`src/shared/isel_pkg.sv`:
```
// constants and types for the interface select and power control block
package isel_pkg;
   // register indices; byte address is four times the index
   localparam logic [7:0] STAT_IDX = 8'h11;
   localparam logic [7:0] CTRL_IDX = 8'h12;
   localparam int ADDR_LSB = 2;
   localparam int IDX_W = 8;
   // status fields
   localparam int STAT_ACT0_BIT = 5;
   localparam int STAT_DCLK_BIT = 4;
   // control fields
   localparam int CTRL_OVR_BIT = 7;
   localparam int CTRL_PICK_BIT = 6;
   localparam int CTRL_PWR_BIT = 0;
   localparam logic [7:0] CTRL_WMASK = 8'hC1;
   localparam logic [7:0] CTRL_RST = 8'h01;
   localparam logic [1:0] HTRANS_NONSEQ = 2'h2;
   localparam logic [1:0] HTRANS_SEQ = 2'h3;
   typedef enum logic [2:0] {
      MODE_NONE = 3'b001,
      MODE_ANALOG = 3'b010,
      MODE_DIGITAL = 3'b100
   } mode_t;
endpackage : isel_pkg

```
`src/rtl/source_decide.sv`:
```
// decides which interface is active from control bits and detect levels
`timescale 1ns/1ps
`default_nettype none
module source_decide (
   input wire logic override_bit,
   input wire logic pick_bit,
   input wire logic power_bit,
   input wire logic analog_act,
   input wire logic digital_act,
   output isel_pkg::mode_t mode
);
   always_comb begin
      if (!power_bit) begin
         mode = isel_pkg::MODE_NONE;
      end else if (override_bit) begin
         mode = pick_bit ? isel_pkg::MODE_DIGITAL : isel_pkg::MODE_ANALOG;
      end else if (analog_act) begin
         // without override analog wins; the internal clock detect is weak
         mode = isel_pkg::MODE_ANALOG;
      end else if (digital_act) begin
         mode = isel_pkg::MODE_DIGITAL;
      end else begin
         mode = isel_pkg::MODE_NONE;
      end
   end
endmodule : source_decide
`default_nettype wire

```
`src/rtl/interface_select_power_control.sv`:
```
// top: ahb-lite register slave, interface selection and power enables
//
// Design decisions made here: the AHB-Lite register port and the register offsets.
`timescale 1ns/1ps
`default_nettype none
module interface_select_power_control (
   input wire logic clock,
   input wire logic reset,
   input wire logic hsel,
   input wire logic [31:0] haddr,
   input wire logic [1:0] htrans,
   input wire logic hwrite,
   input wire logic [2:0] hsize,
   input wire logic [31:0] hwdata,
   input wire logic hready,
   output logic [31:0] hrdata,
   output logic hreadyout,
   output logic hresp,
   input wire logic [2:0] analog_detect,
   input wire logic digital_clock_detect,
   output logic analog_power,
   output logic digital_power,
   output logic line_sync_detect_power,
   output logic shared_power,
   output logic route_digital,
   output logic route_enable,
   output logic sync_activity_out
);
   function automatic logic [isel_pkg::IDX_W-1:0] idx_of(input logic [31:0] a);
      idx_of = a[isel_pkg::ADDR_LSB +: isel_pkg::IDX_W];
   endfunction : idx_of

   logic [7:0] ctrl_r;
   logic [7:0] ctrl_nxt;
   logic wr_pend_r;
   logic wr_pend_nxt;
   logic [isel_pkg::IDX_W-1:0] wr_idx_r;
   logic [isel_pkg::IDX_W-1:0] wr_idx_nxt;
   logic [31:0] hrdata_r;
   logic [31:0] hrdata_nxt;
   logic [7:0] status;
   logic addr_ok;
   logic [7:0] ctrl_view;
   isel_pkg::mode_t mode_d;
   isel_pkg::mode_t mode_r;
   logic a_pwr_nxt;
   logic d_pwr_nxt;
   logic ls_pwr_nxt;
   logic sh_pwr_nxt;
   logic rt_dig_nxt;
   logic rt_en_nxt;
   logic act_nxt;
   logic a_pwr_r;
   logic d_pwr_r;
   logic ls_pwr_r;
   logic sh_pwr_r;
   logic rt_dig_r;
   logic rt_en_r;
   logic act_r;
   logic analog_any;

   assign analog_any = |analog_detect;
   assign status = {analog_detect, digital_clock_detect, 4'h0};
   assign addr_ok = hsel && hready && (htrans == isel_pkg::HTRANS_NONSEQ ||
                    htrans == isel_pkg::HTRANS_SEQ);

   // bus logic has no power gating
   always_comb begin
      ctrl_nxt = ctrl_r;
      wr_pend_nxt = 1'b0;
      wr_idx_nxt = wr_idx_r;
      hrdata_nxt = hrdata_r;
      if (wr_pend_r && wr_idx_r == isel_pkg::CTRL_IDX) begin
         ctrl_nxt = hwdata[7:0] & isel_pkg::CTRL_WMASK;
      end
      ctrl_view = ctrl_nxt;
      if (addr_ok) begin
         wr_pend_nxt = hwrite;
         wr_idx_nxt = idx_of(haddr);
         // read mux, forwarding a write still in flight
         if (!hwrite) begin
            case (idx_of(haddr))
               isel_pkg::STAT_IDX: hrdata_nxt = {24'h000000, status};
               isel_pkg::CTRL_IDX: hrdata_nxt = {24'h000000, ctrl_view};
               default: hrdata_nxt = 32'h00000000;
            endcase
         end
      end
   end

   always_ff @(posedge clock) begin
      if (reset) begin
         ctrl_r <= isel_pkg::CTRL_RST;
         wr_pend_r <= 1'b0;
         wr_idx_r <= 8'h00;
         hrdata_r <= 32'h00000000;
      end else begin
         ctrl_r <= ctrl_nxt;
         wr_pend_r <= wr_pend_nxt;
         wr_idx_r <= wr_idx_nxt;
         hrdata_r <= hrdata_nxt;
      end
   end

   assign hrdata = hrdata_r;
   assign hreadyout = 1'b1;
   assign hresp = 1'b0;

   source_decide u_decide (
      .override_bit(ctrl_r[isel_pkg::CTRL_OVR_BIT]),
      .pick_bit(ctrl_r[isel_pkg::CTRL_PICK_BIT]),
      .power_bit(ctrl_r[isel_pkg::CTRL_PWR_BIT]),
      .analog_act(analog_any),
      .digital_act(digital_clock_detect),
      .mode(mode_d)
   );

   always_comb begin
      a_pwr_nxt = 1'b0;
      d_pwr_nxt = 1'b0;
      ls_pwr_nxt = 1'b0;
      sh_pwr_nxt = 1'b0;
      rt_dig_nxt = 1'b0;
      rt_en_nxt = 1'b0;
      act_nxt = 1'b0;
      case (mode_d)
         isel_pkg::MODE_NONE: begin
            act_nxt = 1'b0;
         end
         isel_pkg::MODE_ANALOG: begin
            a_pwr_nxt = 1'b1;
            ls_pwr_nxt = 1'b1;
            sh_pwr_nxt = 1'b1;
            rt_en_nxt = 1'b1;
            act_nxt = analog_any;
         end
         isel_pkg::MODE_DIGITAL: begin
            d_pwr_nxt = 1'b1;
            ls_pwr_nxt = 1'b1;
            sh_pwr_nxt = 1'b1;
            rt_dig_nxt = 1'b1;
            rt_en_nxt = 1'b1;
            act_nxt = digital_clock_detect;
         end
         default: begin
            act_nxt = 1'b0;
         end
      endcase
   end

   // no reset on mode change, one cycle after the write
   always_ff @(posedge clock) begin
      if (reset) begin
         mode_r <= isel_pkg::MODE_NONE;
         a_pwr_r <= 1'b0;
         d_pwr_r <= 1'b0;
         ls_pwr_r <= 1'b0;
         sh_pwr_r <= 1'b0;
         rt_dig_r <= 1'b0;
         rt_en_r <= 1'b0;
         act_r <= 1'b0;
      end else begin
         mode_r <= mode_d;
         a_pwr_r <= a_pwr_nxt;
         d_pwr_r <= d_pwr_nxt;
         ls_pwr_r <= ls_pwr_nxt;
         // shared circuits up if either active
         sh_pwr_r <= sh_pwr_nxt;
         rt_dig_r <= rt_dig_nxt;
         rt_en_r <= rt_en_nxt;
         act_r <= act_nxt;
      end
   end

   assign analog_power = a_pwr_r;
   assign digital_power = d_pwr_r;
   assign line_sync_detect_power = ls_pwr_r;
   assign shared_power = sh_pwr_r;
   assign route_digital = rt_dig_r;
   assign route_enable = rt_en_r;
   assign sync_activity_out = act_r;
endmodule : interface_select_power_control
`default_nettype wire

```
`config.mk`:
```
export PLATFORM = sky130hd
export DESIGN_NAME = interface_select_power_control
export DESIGN_NICKNAME = d
export VERILOG_FILES = /design/src/shared/isel_pkg.sv /design/src/rtl/source_decide.sv /design/src/rtl/interface_select_power_control.sv
export SDC_FILE = /design/constraint.sdc
export NUM_CORES = 1
export LEC_CHECK = 0
export BUFFER_PORTS_ARGS = -buffer_cell sky130_fd_sc_hd__buf_2
export CAP_MARGIN = 20
export CORE_UTILIZATION = 40
export CTS_CLUSTER_SIZE = 12
export DETAILED_ROUTE_END_ITERATION = 8
export PLACE_DENSITY = 0.85
export SYNTH_ARGS = -nofsm -noshare
export SYNTH_HDL_FRONTEND = slang
export SYNTH_SLANG_ARGS = --single-unit
```
`constraint.sdc`:
```
create_clock -name clock -period 3.6 [get_ports clock]
set_clock_uncertainty 0.05 [all_clocks]
set_input_delay 0.18 -clock clock [delete_from_list [all_inputs] [get_ports clock]]
set_output_delay 0.18 -clock clock [all_outputs]
set_load 0.05 [all_outputs]
```
## Word level (Yosys, flattened, before mapping)

Cells that the tools add are included.
Widths: inputs -> output; s select.

- Eq/ne operators: 7
- Multiplexer cells: 11
- Bitwise logic cells: 2
- Reductions and logical operators: 8

Operators with widths:

| kind | count |
|---|---|
| $eq 8x5->1 const B | 3 |
| $pmux 8 s2 | 1 |
| $mux 3 | 5 |
| $mux 8 | 1 |
| $eq 2x2->1 const B | 2 |
| $reduce_or 2->1 | 2 |
| $eq 3x2->1 const B | 1 |
| $eq 3x3->1 const B | 1 |
| $logic_and 1x1->1 | 3 |
| $mux 1 | 3 |
| $reduce_or 3->1 | 1 |
| $not 1->1 | 2 |
| $pmux 1 s2 | 1 |
| $reduce_and 2->1 | 1 |
| $logic_or 1x1->1 | 1 |

- Register bits: 53
- Bits of input ports: 78
- Output and inout bits: 41

## Longest topological paths before layout

Gate-level depths: netlist of the first run.

- Depth in word-level cells: 7
- Depth in mapped cells: 5

## By module

A second synthesis of the first run with hierarchy kept.

- Cells, all modules: 153
- Area, all modules: 1400.1 µm²

Modules (own cells, without submodules):

| module | times used | cells an instance | area an instance (µm²) | sequential area each (µm²) |
|---|---|---|---|---|
| interface_select_power_control | 1 | 146 | 1365.1 | 580.6 |
| source_decide | 1 | 7 | 35.0 | 0.0 |

## Worst setup path before layout of the first run

OpenSTA, ideal clock, no wires.

- Path kind: reg-to-reg
- Start point: reg wr_idx_r[3] (netlist bit)
- End point: reg ctrl_r[1]
- Setup time: 0.115 ns
- Arrival time: 1.186 ns
- Data required time: 3.435 ns
- Path slack: 2.249 ns
- Cell stages (with the launch flop): 5
- Path buffers: 0
- Cells stage by stage: dfxtp_1 -> nor4b_2 -> nand4b_4 -> nor2b_1 -> and2_1

- Word-level cells in the longest chain between the ends: 3

RTL lines:

| element | RTL line | text |
|---|---|---|
| from (decl) | interface_select_power_control.sv:37 | `logic [isel_pkg::IDX_W-1:0] wr_idx_r;` |
| from (signal assigned) | interface_select_power_control.sv:100 | `wr_idx_r <= wr_idx_nxt;` |
| $eq 8x5->1 | interface_select_power_control.sv:73 | `if (wr_pend_r && wr_idx_r == isel_pkg::CTRL_IDX) begin` |
| $logic_and 1x1->1 | interface_select_power_control.sv:73 |  |
| $mux 8 | interface_select_power_control.sv:73 |  |
| to (signal assigned) | interface_select_power_control.sv:93 | `ctrl_r <= isel_pkg::CTRL_RST;` |
| to (signal assigned) | interface_select_power_control.sv:98 | `ctrl_r <= ctrl_nxt;` |
| to (decl) | interface_select_power_control.sv:33 | `logic [7:0] ctrl_r;` |

No other way between the ends.
A chain may end at the register's enable or synchronous reset.

## Worst setup path in the final report of the first run

- Start point: reg wr_idx_r[3] (netlist bit)
- End point: reg ctrl_r[3]

Same word-level chain as after synthesis.

==> results.py, run 1 <==
metrics = {
    "power_and_ir_drop": {
        "maximum_resistive_drop_on_vdd_v": 0.000141,
        "p_leak_nw": 0.694,
        "power_density_mw_per_mm2": 421,
    },
    "synth": {
        "synth.top_cells.by_area": "sky130_fd_sc_hd__dfxtp_1, sky130_fd_sc_hd__buf_4, sky130_fd_sc_hd__nand2_1, sky130_fd_sc_hd__a21oi_1, sky130_fd_sc_hd__mux2i_1",
        "netlist_area_before_placement_sq_mm": 0.00134,
        "ys_seq_area_share_pct": 43.4,
        "yosysTopAreaCell": "sky130_fd_sc_hd__dfxtp_1",
        "postSynthAreaPerCell_sq_um": 9.04,
        "synthDistinctLibCells": 27,
        "yosysTopAreaCellShare_pct": 43.4,
        "synth_cells": 148,
        "synth.ff_latch_count": 29,
        "total_number_of_yosys_warnings": 0,
    },
    "final_layout": {
        "synthToLayoutAreaGrowth_pct": 9.17,
        "final.fill_count": 312,
        "num_antenna_cells": 0,
        "layout.cell_area.non_filler_sq_mm": 0.00146,
        "nets": 258,
        "layout.area.seq_sq_um": 581,
        "multi_input_comb_area_sq_um": 607,
        "drive_gt1_share_pct": 24.6,
        "finish.utilization_pct": 47.1,
    },
    "flow_run": {
        "max_capacitance_violation_count": 0,
    },
    "sta": {
        "report.final.hold_viol_count": 0,
        "max_freq_ghz": 0.660,
        "post-route-min-period_ps": 1520,
        "grt_setup_unrepaired": "no",
        "setup_ws_ps": 2080,
        "final_worst_path_cycle_share_pct": 42.1,
        "report.final.setup_viol": 0,
        "final_max_slew_viol_count": 0,
        "final.hold.worst_slack_ps": 59.8,
        "final.setup.tns_ps": 0,
    },
    "clock_network": {
        "clock_insertion_delay_worst_skew_ps": 310,
        "tritoncts.num_buffers": 5,
        "cts_hold_buf": 0,
        "clock_slew_seen_by_the_registers_of_the_worst_setup_and_hold_paths_ps": 90,
        "post_cts_resized": 0,
        "tritoncts": "built",
        "postCtsSetupRepairBufs": 0,
        "cts.path.max_buffers": 2,
        "clock-sinks": 29,
        "cts_max_level": 2,
        "clock-root-buffer": "sky130_fd_sc_hd__clkbuf_4",
    },
    "die": {
        "design.portCount": 119,
        "die_h_um": 59.8,
        "dieWidth_um": 59.8,
        "die_area_sq_mm": 0.00358,
        "num_rows": 20,
        "area_of_the_placeable_core_sq_mm": 0.00310,
        "initial_core_util_pct": 43.1,
    },
    "global_routing": {
        "first_global_vias": 927,
        "globalRouteOverflowTotal": 0,
        "grt_antenna_before_repair": 0,
        "grt_max_degree": 24,
        "global_route.usage.total_pct": 15.7,
        "grt_first_pass_wirelength_um": 4000,
    },
    "setup_path": {
        "arrival_ps": 1680,
        "timing.critical_path.to_type": "flip-flop",
        "worst_path_maximum_fanout": 9,
        "worst_setup_path_start_kind": "flip-flop",
        "worst_ep_required_time_ps": 3760,
        "worst-setup-path-type": "reg -> reg",
    },
    "placement": {
        "dp_worst_setup_slack_ps": 2080,
        "postPlaceCellArea_sq_mm": 0.00142,
        "hpwl_after_detailed_placement_um": 1930,
        "buffer_ports.inserted": 35,
        "routabilityCongestion": 0.763,
    },
    "drt": {
        "post_drt_via_cell_ratio": 4.52,
        "detail_route.wirelength_um": 2480,
        "vias": 1008,
        "detailedRoute.firstPassIterationCount": 4,
        "drt-wirelength-per-cell_um": 11.1,
        "dr.first_iter.drc_count": 29,
        "drt.antenna.violating_nets": 0,
        "drc": 0,
    },
    "status": {
        "status": "completed",
    },
    "hold_path": {
        "worst_hold_path_type": "in -> reg",
    },
}
## cells in the final DEF, fill, tap and decap left out, types with 3 or more instances in the layout
master                     count
sky130_fd_sc_hd__a211oi_1      3
sky130_fd_sc_hd__a21oi_1      11
sky130_fd_sc_hd__a31oi_1       3
sky130_fd_sc_hd__and2_1        5
sky130_fd_sc_hd__and4b_1       3
sky130_fd_sc_hd__buf_2        35
sky130_fd_sc_hd__clkbuf_4      5
sky130_fd_sc_hd__conb_1       26
sky130_fd_sc_hd__dfxtp_1      29
sky130_fd_sc_hd__mux2i_1       4
sky130_fd_sc_hd__nand2_1      20
sky130_fd_sc_hd__nand2b_1      3
sky130_fd_sc_hd__nand4_1       4
sky130_fd_sc_hd__nor2_1        7
sky130_fd_sc_hd__nor2b_1       3
## state kept, by name, indices dropped and copies added (netlist names)
| signal | cells |
|---|---|
| wr_pend_r | 1 |
| analog_power | 1 |
| hrdata | 8 |
| wr_idx_r | 8 |
| route_digital | 1 |
| ctrl_r | 8 |
| sync_activity_out | 1 |
| route_enable | 1 |
## logic make-up (layout without fill, tap and decap cells)
| group | Yosys count | count (layout) | synth area share [%] |
|---|---|---|---|
| AND/OR/NAND/NOR | 56 | 56 | 24.8 |
| other | 2 | 26 | 0.561 |
| AO/OA/AOI/OAI | 23 | 23 | 10.3 |
| multiplexers | 4 | 4 | 2.99 |
| flip-flops | 29 | 29 | 43.4 |
| buffers and inverters | 34 | 41 | 18.0 |
## synthesized netlist by cell type
| library cell | instances |
|---|---|
| sky130_fd_sc_hd__a211oi_1 | 3 |
| sky130_fd_sc_hd__a21oi_1 | 11 |
| sky130_fd_sc_hd__a22oi_1 | 1 |
| sky130_fd_sc_hd__a31oi_1 | 3 |
| sky130_fd_sc_hd__a32oi_1 | 1 |
| sky130_fd_sc_hd__and2_1 | 5 |
| sky130_fd_sc_hd__and3_1 | 1 |
| sky130_fd_sc_hd__and4b_1 | 3 |
| sky130_fd_sc_hd__buf_4 | 30 |
| sky130_fd_sc_hd__clkbuf_1 | 4 |
| sky130_fd_sc_hd__conb_1 | 2 |
| sky130_fd_sc_hd__dfxtp_1 | 29 |
| sky130_fd_sc_hd__mux2i_1 | 4 |
| sky130_fd_sc_hd__nand2_1 | 20 |
| sky130_fd_sc_hd__nand2b_1 | 3 |
| sky130_fd_sc_hd__nand3_1 | 2 |
| sky130_fd_sc_hd__nand3b_1 | 2 |
| sky130_fd_sc_hd__nand4_1 | 4 |
| sky130_fd_sc_hd__nand4b_4 | 1 |
| sky130_fd_sc_hd__nor2_1 | 7 |
| sky130_fd_sc_hd__nor2b_1 | 3 |
| sky130_fd_sc_hd__nor3b_1 | 2 |
| sky130_fd_sc_hd__nor4b_2 | 2 |
| sky130_fd_sc_hd__o21ai_0 | 1 |
| sky130_fd_sc_hd__o21bai_1 | 1 |
| sky130_fd_sc_hd__o22ai_1 | 2 |
| sky130_fd_sc_hd__or3_1 | 1 |
## final cells by class
class	instances	area share (%)
Multi-Input combinational cell	109	41.6
Sequential cell	29	39.8
Timing Repair Buffer	35	12.0
Tap cell	44	3.77
Clock buffer	5	2.57
Clock inverter	1	0.343
## routing by layer
metal / GRT usage (%) / vias to the layer above / routed length (um)
li1: - / 512 / -
met1: 18.3 / 451 / 1080
met2: 24.9 / 39 / 1200
met3: 5.84 / 6 / 145
met4: 8.31 / 0 / 50
met5: 0 / - / 0
## critical path, cell delays in order (launching register included)
cell and delay (ps):
sky130_fd_sc_hd__dfxtp_1 330, sky130_fd_sc_hd__nor4b_2 380, sky130_fd_sc_hd__nand4b_4 250, sky130_fd_sc_hd__nor2b_1 230
sky130_fd_sc_hd__and2_1 190
## per-stage QoR
stage	std cells	total power, mW
after floorplan	172	0.454
after global placement	217	0.450
after detailed placement	217	0.451
after CTS	223	0.620
after global routing	223	0.640
final	223	0.615
## power breakdown
group	switching [mW]	internal [mW]
clock network	0.104	0.0676
registers	0.00267	0.327
logic	0.0962	0.0184
## path summary, 6_finish.rpt
| path | from | slack, ps | to | cells past startpoint |
|---|---|---|---|---|
| worst min register to register | hrdata[3] | 410 | hrdata[3] | 2 |
| worst max register to register | wr_idx_r[3] | 2080 | ctrl_r[3] | 4 |
| worst max-delay path | wr_idx_r[3] | 2080 | ctrl_r[3] | 4 |
| worst min-delay path | hwdata[0] | 60 | ctrl_r[0] | 3 |
(Power assumes the default switching activity.)
==> run 2: changes to the inputs <==
CORE_UTILIZATION = 37   (was 40)
PLACE_DENSITY = 0.79   (was 0.85)
clock period = 1.6 ns   (was 3.6 ns; I/O delays follow)
==> results.py, run 2 (same netlist as run 1, synthesis figures left out) <==
metrics = {
    "drt": {
        "vias": 1092,
        "drc": 0,
        "maxUsedRoutingLayer": "met4",
        "met2WireLength_um": 1200,
        "dr.first_iter.drc_count": 85,
        "drt-wirelength-per-cell_um": 10.3,
        "drt.antenna.violating_nets": 0,
        "met3_wirelength_um": 219,
        "detailedRoute.firstPassIterationCount": 4,
        "post_drt_via_cell_ratio": 4.49,
        "detail_route.wirelength_um": 2510,
        "wl_met1_um": 1080,
    },
    "sta": {
        "final_worst_path_cycle_share_pct": 95.2,
        "final_max_slew_viol_count": 0,
        "report.final.setup_viol": 0,
        "report.final.hold_viol_count": 0,
        "max_freq_ghz": 0.656,
        "final.setup.tns_ps": 0,
        "grt_setup_unrepaired": "no",
        "post-route-min-period_ps": 1520,
    },
    "clock_network": {
        "cts_max_level": 2,
        "tritoncts": "built",
        "clock-root-buffer": "sky130_fd_sc_hd__clkbuf_4",
        "tritoncts.num_buffers": 5,
        "clock-sinks": 29,
        "clock_slew_seen_by_the_registers_of_the_worst_setup_and_hold_paths_ps": 90,
        "cts.path.max_buffers": 2,
        "clock_insertion_delay_worst_skew_ps": 320,
    },
    "final_layout": {
        "final.fill_count": 340,
        "synthToLayoutAreaGrowth_pct": 25.4,
        "layout.area.seq_sq_um": 581,
        "drive_gt1_share_pct": 25.4,
        "nets": 274,
        "num_antenna_cells": 0,
        "layout.cells.most_common_list": "sky130_fd_sc_hd__buf_2, sky130_fd_sc_hd__dfxtp_1, sky130_fd_sc_hd__conb_1, sky130_fd_sc_hd__nand2_1, sky130_fd_sc_hd__dlygate4sd3_1",
        "most_common_library_cell_in_the_layout_ignoring_fill_and_taps": "sky130_fd_sc_hd__buf_2",
        "multi_input_comb_area_sq_um": 608,
    },
    "setup_path": {
        "timing.critical_path.max_delay_family": "simple AND/OR/NAND/NOR gates",
        "r2r_start": "wr_idx_r[3]",
        "worst_setup_path_start_kind": "flip-flop",
        "worst-setup-path-type": "reg -> reg",
        "timing.critical_path.to_type": "flip-flop",
        "worst_path_maximum_fanout": 9,
        "arrival_ps": 1690,
        "critical-path-slowest-cell": "sky130_fd_sc_hd__nor4b_2",
        "crit_path_cell_trace": "nor4b_2 -> nand4b_4 -> nor2b_1 -> and2_1",
        "cpPeakStageDelay_ps": 390,
        "critical_path_buffer_and_inverter_count": 0,
        "worst_ep_required_time_ps": 1770,
        "worst_setup_path_startpoint": "wr_idx_r[3]",
    },
    "die": {
        "dieWidth_um": 62.1,
        "num_rows": 21,
        "initial_core_util_pct": 39.5,
        "area_of_the_placeable_core_sq_mm": 0.00339,
        "design.portCount": 119,
        "die_h_um": 62.1,
        "die_area_sq_mm": 0.00386,
    },
    "hold_path": {
        "worst_hold_path_type": "in -> reg",
        "min-delay-start": "digital_clock_detect",
    },
    "global_routing": {
        "global_route.usage.total_pct": 13.4,
        "first_global_vias": 951,
        "grt_first_pass_wirelength_um": 4000,
        "grt_max_degree": 14,
        "grt_antenna_before_repair": 0,
        "globalRouteOverflowTotal": 0,
    },
    "power_and_ir_drop": {
        "maximum_resistive_drop_on_vdd_v": 0.000624,
        "p_leak_nw": 0.792,
        "post-layout-total-power_mw": 1.76,
        "power_density_mw_per_mm2": 1050,
    },
    "placement": {
        "buffer_ports.inserted": 35,
        "routabilityCongestion": 0.730,
        "hpwl_after_detailed_placement_um": 1780,
    },
    "flow_run": {
        "max_capacitance_violation_count": 0,
    },
    "status": {
        "status": "completed",
    },
}
-- run 2: path summary, 6_finish.rpt --
kind	slack (ps)	depth (start not counted)	end
worst max-delay path	80	4	ctrl_r[2]
worst min-delay path	20	3	sync_activity_out
worst max register to register	80	4	ctrl_r[2]
worst min register to register	400	2	hrdata[2]
-- run 2: routing by layer --
metal / track usage, % / vias up
li1: - / 545
met1: 15.4 / 491
met2: 21.8 / 54
met3: 6.62 / 2
met4: 4.07 / 0
met5: 0 / -
-- run 2: final cells by class --
type	instances	area share, %
clock buffer	5	2.24
clock inverter	3	3.88
multi-input combinational	109	36.3
sequential	29	34.6
tap	46	3.43
timing repair buffer	51	19.6
-- run 2: worst register-to-register path, stage by stage (launching register included) --
cell and delay, ps:
sky130_fd_sc_hd__dfxtp_1 330, sky130_fd_sc_hd__nor4b_2 390, sky130_fd_sc_hd__nand4b_4 250, sky130_fd_sc_hd__nor2b_1 230, sky130_fd_sc_hd__and2_1 170
-- run 2: timing repair --
item,CTS,global route
buffers inserted,0,2
resized for setup,0,1
setup endpoints to repair,0,2
hold buffers,13,0
hold endpoints to repair,14,0
-- run 2: power breakdown --
part           leakage (nW)  switching, mW  internal [mW]  total (mW)
Combinational         0.501          0.221         0.0639       0.285
Sequential            0.235        0.00584          0.735       0.741
Clock                0.0552          0.251          0.484       0.734
-- run 2: stage by stage --
stage                     utilization [%]  instance area, sq um  std cells  setup WS [ps]  hold slack [ps]
after global placement               42.1                  1430        220           75.9              280
final                                49.5                  1680        243           76.6             21.3
after global routing                 49.5                  1680        243           7.34             10.0
after CTS                            49.0                  1660        241           7.45             1.69
after floorplan                         -                  1430        172            249              166
after detailed placement             42.1                  1430        220           75.8              283
